===== src/design/icsa_pkg.sv =====
// Shared constants for the interval counter with serial assist
package icsa_pkg;
  // Register byte addresses
  localparam logic [3:0] ICSA_ADDR_CTRL = 4'h0;
  localparam logic [3:0] ICSA_ADDR_PRELOAD = 4'h4;
  localparam logic [3:0] ICSA_ADDR_COUNT = 4'h8;
  localparam logic [3:0] ICSA_ADDR_STATUS = 4'hc;
  // Control field positions
  localparam int ICSA_CTRL_SEL_LO = 0;
  localparam int ICSA_CTRL_EN = 2;
  localparam int ICSA_CTRL_START = 3;
  localparam int ICSA_CTRL_TXBIT = 4;
  localparam int ICSA_CTRL_LOAD = 5;
  // Status field positions
  localparam int ICSA_STAT_RX = 0;
  localparam int ICSA_STAT_TX = 1;
  localparam int ICSA_STAT_WAIT = 2;
  localparam int ICSA_STAT_FIFO_LO = 8;
  // Reset values
  localparam logic [7:0] ICSA_CTRL_RST = 8'h00;
  localparam logic [7:0] ICSA_PRELOAD_RST = 8'h00;
  localparam logic [7:0] ICSA_COUNT_RST = 8'h00;
  // Clock sources
  typedef enum logic [1:0] {
    ICSA_SRC_MCLK = 2'b00,
    ICSA_SRC_ACLK = 2'b01,
    ICSA_SRC_PIN = 2'b10,
    ICSA_SRC_AND = 2'b11
  } icsa_src_e;
  // Start-bit detector states
  typedef enum logic [1:0] {
    ICSA_ST_RUN = 2'b00,
    ICSA_ST_WAIT = 2'b01,
    ICSA_ST_FIRST = 2'b10
  } icsa_state_e;
  // Sample FIFO size
  localparam int ICSA_FIFO_DEPTH = 32;
  localparam int ICSA_FIFO_WIDTH = 1;
endpackage


===== src/design/icsa_fifo.sv =====
// Synchronous FIFO with valid/ready on both sides
`timescale 1ns/1ps
module icsa_fifo #(
  parameter int WIDTH = 1,
  parameter int DEPTH = 32
) (
  // Clock and reset
  input wire logic ref_clk_i,
  input wire logic resetn_i,
  // Write side
  input wire logic in_valid_i,
  output logic in_ready_o,
  input wire logic [WIDTH-1:0] in_data_i,
  // Read side
  output logic out_valid_o,
  input wire logic out_ready_i,
  output logic [WIDTH-1:0] out_data_o,
  // Fill level
  output logic [$clog2(DEPTH):0] level_o
);
  localparam int AW = $clog2(DEPTH);
  logic [WIDTH-1:0] mem [DEPTH];
  logic [AW-1:0] wr_ptr_reg;
  logic [AW-1:0] rd_ptr_reg;
  logic [AW:0] cnt_reg;
  logic push;
  logic pop;

  assign in_ready_o = (cnt_reg != (AW+1)'(DEPTH));
  assign out_valid_o = (cnt_reg != '0);
  assign out_data_o = mem[rd_ptr_reg];
  assign level_o = cnt_reg;
  assign push = in_valid_i && in_ready_o;
  assign pop = out_valid_o && out_ready_i;

  always_ff @(posedge ref_clk_i) begin
    if (push) begin
      mem[wr_ptr_reg] <= in_data_i;
    end
  end

  always_ff @(posedge ref_clk_i) begin
    if (!resetn_i) begin
      wr_ptr_reg <= '0;
      rd_ptr_reg <= '0;
      cnt_reg <= '0;
    end else begin
      if (push) begin
        wr_ptr_reg <= (wr_ptr_reg == AW'(DEPTH - 1)) ? '0 : wr_ptr_reg + 1'b1;
      end
      if (pop) begin
        rd_ptr_reg <= (rd_ptr_reg == AW'(DEPTH - 1)) ? '0 : rd_ptr_reg + 1'b1;
      end
      cnt_reg <= cnt_reg + (AW+1)'(push) - (AW+1)'(pop);
    end
  end
endmodule


===== src/design/icsa_top.sv =====
// Eight-bit interval counter with start-bit detection and serial bit latches
// Overview of operation
// - An eight-bit up-counter is paired with an eight-bit pre-load register.
// - A two-bit field picks the count clock: master, auxiliary, pin bit one, or master AND pin.
// - Asserting the load control copies the pre-load register into the counter.
// - A software write to the counter address loads the counter from the pre-load register.
// - The pre-load register is read/write and may be rewritten once a load has finished.
// - With enable high the counter steps by one per rising edge of the chosen clock and reloads the pre-load value after 8'hff, else holds.
// - With start detection on, the counter idles until a start edge appears on receive input.
// - After a start edge the receive level is sampled when the first interval completes.
// - Receive and transmit latches are both clocked by the counter carry-out.
// - Software supplies one transmit bit at a time; each is driven out at carry-out timing while start detection is off.
// - Port bit one supplies the external clock and port bit two carries serial data.
`timescale 1ns/1ps
module icsa_top
  import icsa_pkg::*;
#(
  parameter int FIFO_DEPTH = ICSA_FIFO_DEPTH
) (
  // Clock and reset
  input wire logic ref_clk_i,
  input wire logic resetn_i,
  // Wishbone slave
  input wire logic wb_cyc_i,
  input wire logic wb_stb_i,
  input wire logic wb_we_i,
  input wire logic [3:0] wb_adr_i,
  input wire logic [3:0] wb_sel_i,
  input wire logic [31:0] wb_dat_i,
  output logic [31:0] wb_dat_o,
  output logic wb_ack_o,
  // Clock sources, sampled as levels
  input wire logic mclk_i,
  input wire logic aclk_i,
  // Port pins shared with the counter
  input wire logic port0_bit_one_i,
  input wire logic port0_bit_two_i,
  output logic port0_bit_two_o,
  output logic port0_bit_two_oe_o,
  // Receive latch and carry pulse
  output logic receive_sample_latch_o,
  output logic carry_o
);
  ////////////////////////////////////////////////////////////////////////////
  logic [7:0] ctrl_reg;
  logic [7:0] preload_reg;
  logic [7:0] count_reg;
  logic receive_sample_latch;
  logic transmit_output_latch;
  logic clk_src;
  logic clk_src_d_reg;
  logic tick;
  logic carry;
  logic load_req;
  logic rx_d_reg;
  logic start_edge;
  logic wb_req;
  logic wb_wr;
  logic wb_rd;
  logic fifo_in_ready;
  logic fifo_out_valid;
  logic fifo_out_data;
  logic fifo_pop;
  logic [$clog2(FIFO_DEPTH):0] fifo_level;
  logic [31:0] rd_data;
  icsa_state_e state_reg;
  logic ctrl_wr;
  logic count_wr;
  logic preload_wr;
  logic fifo_push;

  ////////////////////////////////////////////////////////////////////////////
  // Bus decode: one ack per request, dropped the cycle after
  assign wb_req = wb_cyc_i && wb_stb_i && !wb_ack_o;
  // Registers are eight bits wide, so a write needs byte lane zero
  assign wb_wr = wb_req && wb_we_i && wb_sel_i[0];
  assign wb_rd = wb_req && !wb_we_i;
  assign ctrl_wr = wb_wr && (wb_adr_i == ICSA_ADDR_CTRL);
  assign count_wr = wb_wr && (wb_adr_i == ICSA_ADDR_COUNT);
  assign preload_wr = wb_wr && (wb_adr_i == ICSA_ADDR_PRELOAD);

  always_ff @(posedge ref_clk_i) begin
    if (!resetn_i) begin
      wb_ack_o <= 1'b0;
    end else begin
      wb_ack_o <= wb_req;
    end
  end

  always_comb begin
    rd_data = 32'h0000_0000;
    case (wb_adr_i)
      ICSA_ADDR_CTRL: rd_data[7:0] = ctrl_reg;
      ICSA_ADDR_PRELOAD: rd_data[7:0] = preload_reg;
      ICSA_ADDR_COUNT: rd_data[7:0] = count_reg;
      ICSA_ADDR_STATUS: begin
        rd_data[ICSA_STAT_RX] = receive_sample_latch;
        rd_data[ICSA_STAT_TX] = transmit_output_latch;
        rd_data[ICSA_STAT_WAIT] = (state_reg == ICSA_ST_WAIT);
        rd_data[ICSA_STAT_FIFO_LO +: 8] = 8'(fifo_level);
        rd_data[ICSA_STAT_FIFO_LO + 8] = fifo_out_valid;
        rd_data[ICSA_STAT_FIFO_LO + 9] = fifo_out_valid && fifo_out_data;
      end
      default: rd_data = 32'h0000_0000;
    endcase
  end

  always_ff @(posedge ref_clk_i) begin
    if (!resetn_i) begin
      wb_dat_o <= 32'h0000_0000;
    end else if (wb_rd) begin
      wb_dat_o <= rd_data;
    end
  end

  ////////////////////////////////////////////////////////////////////////////
  // Control and pre-load registers; load bit self-clears
  always_ff @(posedge ref_clk_i) begin
    if (!resetn_i) begin
      ctrl_reg <= ICSA_CTRL_RST;
    end else if (ctrl_wr) begin
      ctrl_reg <= wb_dat_i[7:0] & ~(8'h01 << ICSA_CTRL_LOAD);
    end
  end

  always_ff @(posedge ref_clk_i) begin
    if (!resetn_i) begin
      preload_reg <= ICSA_PRELOAD_RST;
    end else if (preload_wr) begin
      preload_reg <= wb_dat_i[7:0];
    end
  end

  // Load from control bit or from a write at the counter address
  assign load_req = count_wr
    || (ctrl_wr && wb_dat_i[ICSA_CTRL_LOAD]);

  ////////////////////////////////////////////////////////////////////////////
  // Clock selection; edges found by sampling, so sources must be slower than ref_clk
  always_comb begin
    case (icsa_src_e'(ctrl_reg[ICSA_CTRL_SEL_LO +: 2]))
      ICSA_SRC_MCLK: clk_src = mclk_i;
      ICSA_SRC_ACLK: clk_src = aclk_i;
      ICSA_SRC_PIN: clk_src = port0_bit_one_i;
      ICSA_SRC_AND: clk_src = mclk_i & port0_bit_one_i;
      default: clk_src = 1'b0;
    endcase
  end

  always_ff @(posedge ref_clk_i) begin
    if (!resetn_i) begin
      clk_src_d_reg <= 1'b0;
    end else begin
      clk_src_d_reg <= clk_src;
    end
  end

  // Starts at the idle line level, so no false start edge follows reset
  always_ff @(posedge ref_clk_i) begin
    if (!resetn_i) begin
      rx_d_reg <= 1'b1;
    end else begin
      rx_d_reg <= port0_bit_two_i;
    end
  end

  assign tick = clk_src && !clk_src_d_reg;
  // Start bit is a falling edge on the receive pin
  assign start_edge = rx_d_reg && !port0_bit_two_i;

  ////////////////////////////////////////////////////////////////////////////
  // Start-bit detection; each control write with the start bit set re-arms the wait,
  // decoded from the write data so the arming write itself takes effect
  always_ff @(posedge ref_clk_i) begin
    if (!resetn_i) begin
      state_reg <= ICSA_ST_RUN;
    end else if (ctrl_wr) begin
      if (wb_dat_i[ICSA_CTRL_START]) begin
        state_reg <= ICSA_ST_WAIT;
      end else begin
        state_reg <= ICSA_ST_RUN;
      end
    end else if (!ctrl_reg[ICSA_CTRL_START]) begin
      state_reg <= ICSA_ST_RUN;
    end else begin
      case (state_reg)
        ICSA_ST_RUN: begin
          state_reg <= ICSA_ST_RUN;
        end
        ICSA_ST_WAIT: begin
          if (start_edge) begin
            state_reg <= ICSA_ST_FIRST;
          end
        end
        ICSA_ST_FIRST: begin
          if (carry) begin
            state_reg <= ICSA_ST_RUN;
          end
        end
        default: state_reg <= ICSA_ST_RUN;
      endcase
    end
  end

  ////////////////////////////////////////////////////////////////////////////
  // Counter
  // Waiting for a start edge parks the counter on the pre-load value
  assign carry = tick && ctrl_reg[ICSA_CTRL_EN] && (state_reg != ICSA_ST_WAIT)
    && (count_reg == 8'hff);

  always_ff @(posedge ref_clk_i) begin
    if (!resetn_i) begin
      count_reg <= ICSA_COUNT_RST;
    end else if (load_req) begin
      count_reg <= preload_reg;
    end else if (state_reg == ICSA_ST_WAIT) begin
      count_reg <= preload_reg;
    end else if (tick && ctrl_reg[ICSA_CTRL_EN]) begin
      if (count_reg == 8'hff) begin
        count_reg <= preload_reg;
      end else begin
        count_reg <= count_reg + 8'h01;
      end
    end
  end

  ////////////////////////////////////////////////////////////////////////////
  // Serial latches on carry-out
  always_ff @(posedge ref_clk_i) begin
    if (!resetn_i) begin
      carry_o <= 1'b0;
    end else begin
      carry_o <= carry;
    end
  end

  always_ff @(posedge ref_clk_i) begin
    if (!resetn_i) begin
      receive_sample_latch <= 1'b1;
    end else if (carry) begin
      receive_sample_latch <= port0_bit_two_i;
    end
  end

  // Software must set the next transmit bit before the carry that sends it
  always_ff @(posedge ref_clk_i) begin
    if (!resetn_i) begin
      transmit_output_latch <= 1'b1;
    end else if (carry) begin
      transmit_output_latch <= ctrl_reg[ICSA_CTRL_TXBIT];
    end
  end

  always_ff @(posedge ref_clk_i) begin
    if (!resetn_i) begin
      port0_bit_two_o <= 1'b1;
    end else begin
      port0_bit_two_o <= transmit_output_latch;
    end
  end

  // Pin two drives transmit data unless start detection is using it as input
  always_ff @(posedge ref_clk_i) begin
    if (!resetn_i) begin
      port0_bit_two_oe_o <= 1'b0;
    end else begin
      port0_bit_two_oe_o <= !ctrl_reg[ICSA_CTRL_START];
    end
  end

  always_ff @(posedge ref_clk_i) begin
    if (!resetn_i) begin
      receive_sample_latch_o <= 1'b1;
    end else begin
      receive_sample_latch_o <= receive_sample_latch;
    end
  end

  ////////////////////////////////////////////////////////////////////////////
  // Received samples queue; a read of status pops one. Full FIFO drops new samples.
  assign fifo_pop = wb_rd && wb_adr_i == ICSA_ADDR_STATUS;
  // Samples are queued only while start detection is on
  assign fifo_push = carry && ctrl_reg[ICSA_CTRL_START];

  icsa_fifo #(
    .WIDTH(ICSA_FIFO_WIDTH),
    .DEPTH(FIFO_DEPTH)
  ) u_fifo (
    .ref_clk_i(ref_clk_i),
    .resetn_i(resetn_i),
    .in_valid_i(fifo_push),
    .in_ready_o(fifo_in_ready),
    .in_data_i(port0_bit_two_i),
    .out_valid_o(fifo_out_valid),
    .out_ready_i(fifo_pop),
    .out_data_o(fifo_out_data),
    .level_o(fifo_level)
  );

  logic fifo_unused;
  assign fifo_unused = fifo_in_ready;
endmodule


===== config.mk =====
export PLATFORM = sky130hd
export DESIGN_NAME = icsa_top
export DESIGN_NICKNAME = d
export VERILOG_FILES = /design/src/design/icsa_pkg.sv /design/src/design/icsa_fifo.sv /design/src/design/icsa_top.sv
export SDC_FILE = /design/constraint.sdc
export NUM_CORES = 1
export LEC_CHECK = 0
export BUFFER_PORTS_ARGS = -buffer_cell sky130_fd_sc_hd__buf_2
export CORE_MARGIN = 2
export CORE_UTILIZATION = 50
export CTS_BUF_LIST = sky130_fd_sc_hd__clkbuf_8
export CTS_CLUSTER_SIZE = 24
export DETAILED_ROUTE_END_ITERATION = 6
export PLACE_DENSITY = 0.76
export SYNTH_ARGS = -nofsm -noshare
export SYNTH_HDL_FRONTEND = slang
export SYNTH_HIERARCHICAL = 1
export SYNTH_SLANG_ARGS = --single-unit

===== constraint.sdc =====
create_clock -name ref_clk_i -period 3.3 [get_ports ref_clk_i]
set_input_delay 0.66 -clock ref_clk_i [delete_from_list [all_inputs] [get_ports ref_clk_i]]
set_output_delay 0.66 -clock ref_clk_i [all_outputs]
set_load 0.02 [all_outputs]

==> summary.txt <==
Place
  – Dpl hpwl: 7442 µm
  – Number of port buffers: 42
  – Placed Cells: 642
  – Pre-CTS setup slack: 0.05461 ns
  – Placer Congestion: around 0.82
  – DP Area: between 5000 and 6000 µm²

Final layout
  – Layout area overhead: 9.783%
  – Fin util: a little under three fifths
  – Layout cells sized above 1: 18.29%
  – Max FFs per register: 32
  – Top reg by flops: u_fifo/mem
  – Fill count: ~830
  – Fin cells: roughly 660
  – N_diodes: 0
  – Layout Nets: a little under 600
  – Largest registers: u_fifo/mem: 32 flops, wb_dat_o: 16 flops
  – Final Instance Area: about 5400 µm²

Clock tree
  – Clock root buffer: clkbuf_8
  – Clk_lat worst skew: 0.37 ns
  – Worst-path clk slew: approximately 0.11 ns
  – Clock sinks: just over 100
  – CTS tree: yes
  – Num CTS Buffers: 9
  – H-tree levels: 3
  – Clock Path Buffers: 2
  – Setup Fix Bufs, Post-CTS: 0

Power and ir drop
  – Total power: 2.283 mW
  – Pwr Density: 419.1 nW/µm²
  – Leak: 2.135 nW
  – Peak VDD IR: ~270 µV

GRT
  – GRT Overall Usage: around a fifth
  – Largest net degree at the start of global routing: 38
  – Initial antenna violation count: 0
  – First-pass GRT wire length: around 17000 µm
  – Number of global-route vias before repair: about 3500
  – Gr ovfl total: 0

Synthesis
  – Synth cell types: 65
  – Post-synth top area share: between 20% and 30%
  – EDFF count, synth: 32
  – Count leader, synth: nor2_1
  – Gate Count Post-Synth: 478
  – Largest area contributor in the netlist: dfxtp_1
  – Yosys warns: 6
  – Async SR Flop Fraction: 0%
  – FF+latch count, synth: just over 100
  – Syn Area/Cell: slightly above 10 µm²
  – Post-synth top cells: nor2_1, dfxtp_1, mux2i_1, nand2_1, edfxtp_1
  – Area of the mapped netlist: between 4000 and 5000 µm²
  – Ys flop type: dfxtp_1
  – Seq/Total Area, Yosys: 48.01%
  – Synth area leaders: dfxtp_1, edfxtp_1, mux2i_1

Critical path
  – Crit path from: count_reg[0]
  – Kind of critical path: register to register
  – Slowest CP cell: fa_1
  – Maximum fanout along the worst path: 5
  – CP Launch Type: register
  – R2R depth: 15
  – Worst reg2reg path startpoint: count_reg[0]
  – Critical Path Sink Type: register
  – WP buf/inv: 2
  – Largest delay share family, worst path: adder cells
  – Crit-path max cell delay: 0.41 ns
  – Data required time of the worst path: around 3.6 ns
  – Worst Path Arrival: between 3 and 4 ns
  – FF-to-FF setup slack: slightly above 0.2 ns
  – Worst setup path end: u_fifo/level_o[4]
  – Reg-to-reg critical path endpoint: u_fifo/level_o[4]
  – Critical path's most frequent cell: and2_1
  – Critical Path Stages: 15
  – Crit-path cells: ha_2 > and4_2 > and2_1 > nand4_1 > nor2_1 > and2_1 > inv_4 > ha_1 > inv_1 > ha_1 > fa_1 > a21oi_1 > o21bai_1 > xor2_1 > and2_1

Timing
  – Final setup violation count: 0
  – Hold Fails Final Rpt: 0
  – Minimum clock period: 3.093 ns
  – Slew Limit Fails: 0
  – Fmax: 0.3233 GHz
  – RSZ-0062 raised after global routing: no
  – Final worst slack: ~0.21 ns
  – Period utilization: a little over nine tenths
  – Worst slew pin tran: between 0.6 and 0.7 ns
  – Setup Skew: about 0.016 ns
  – Fin Setup TNS: 0 ns
  – Slew headroom: 57.06%
  – Hold_ws: a little over 0.5 ns

Detailed routing
  – Post-route antenna net violation count: 0
  – Iteration-0 DRC count of the detailed router: 242
  – DRT Wirelength: 10280 µm
  – Total vias in the final route: about 3700
  – Avg WL per Cell: between 15 and 20 µm
  – Residual DRC count: 0
  – Pre-Repair DR Iteration Count: 5
  – Routed vias/inst: 5.552

Floorplan
  – Io pins: between 80 and 90
  – Die width: between 100 and 150 µm
  – Core ar.: ~9700 µm²
  – Full die area: 10740 µm²
  – Starting Density: around half
  – FP Rows: 36
  – Die height: about 100 µm

Hold path
  – Hold Path Depth: 2
  – Worst min path class: register to register

Outcome
  – Status: completed

Job
  – Max-cap violations: 0
layout make-up:
| cell class | instances | area, µm² | share of cell area, % |
|---|---|---|---|
| inverters | 18 | 70.07 | 1.286 |
| repair buffers | 52 | 285.3 | 5.237 |
| well taps | 133 | 166.4 | 3.055 |
| multi-input cells | 336 | 2347 | 43.09 |
| clock buffers | 9 | 123.9 | 2.274 |
| clock inverters | 7 | 70.07 | 1.286 |
| flip-flops and latches | 103 | 2385 | 43.78 |
worst register-to-register path, stage by stage, from the launching register on:
cell and delay, ns:
dfxtp_2 0.39, ha_2 0.21, and4_2 0.28, and2_1 0.16, nand4_1 0.15, nor2_1 0.11, and2_1 0.19, inv_4 0.04
ha_1 0.26, inv_1 0.04, ha_1 0.20, fa_1 0.41, a21oi_1 0.16, o21bai_1 0.09, xor2_1 0.15, and2_1 0.16
worst min path at each step:
stage                               start              end
floorplan           transmit_output_latch  port0_bit_two_o
global placement             state_reg[1]     state_reg[1]
detailed placement            ctrl_reg[6]      ctrl_reg[6]
CTS                          count_reg[4]     count_reg[4]
global route                  wb_dat_i[1]   preload_reg[1]
finish                       state_reg[1]     state_reg[1]
cells in the final DEF (no fill, tap or decap), drive strengths merged, types with 4 or more instances in the layout:
master	netlist	layout
a22oi	15	15
mux2i	33	33
nand2b	5	5
a21boi	9	9
nor2	75	75
nor3	5	5
o22ai	5	5
nand4	4	4
nand2	33	33
dfxtp	71	71
o21ai	11	11
a31oi	6	6
or3	5	5
inv	18	23
nand3b	8	8
nor2b	4	4
a21oi	15	15
mux4	8	8
conb	1	16
ha	17	17
nand3	12	12
clkbuf	10	9
buf	26	52
and2	8	8
edfxtp	32	32
layer usage:
metal / GRT usage (%) / vias up / routed length (µm)
met5: 0 / - / 0
met4: 5.019 / 0 / 79
met3: 3.839 / 8 / 560
met2: 33.02 / 111 / 5036
met1: 25.86 / 1778 / 4605
li1: - / 1756 / -
kinds of logic after synthesis:
kind of cell / count (synthesis) / share of synthesized area [%]
multiplexers: 42 / 10.51
adder cells (fa/ha/maj): 18 / 4.690
AND/OR/NAND/NOR: 181 / 19.19
other: 1 / 0.07557
XOR/XNOR: 3 / 0.5296
flip-flops: 103 / 48.01
buffers and inverters: 54 / 5.900
AO/OA/AOI/OAI: 76 / 11.09
repair_timing:
action,4_1_cts,5_1_grt
endpoints found under the setup margin,0,1
hold buffers,0,0
gates resized for setup,0,4
power by group:
| group | switching [mW] | total [mW] | internal [mW] |
|---|---|---|---|
| logic | 0.117 | 0.182 | 0.0650 |
| clock network | 0.479 | 0.776 | 0.297 |
| registers | 0.00889 | 1.32 | 1.32 |
| total | 0.605 | 2.28 | 1.68 |
(Power assumes the default switching activity.)
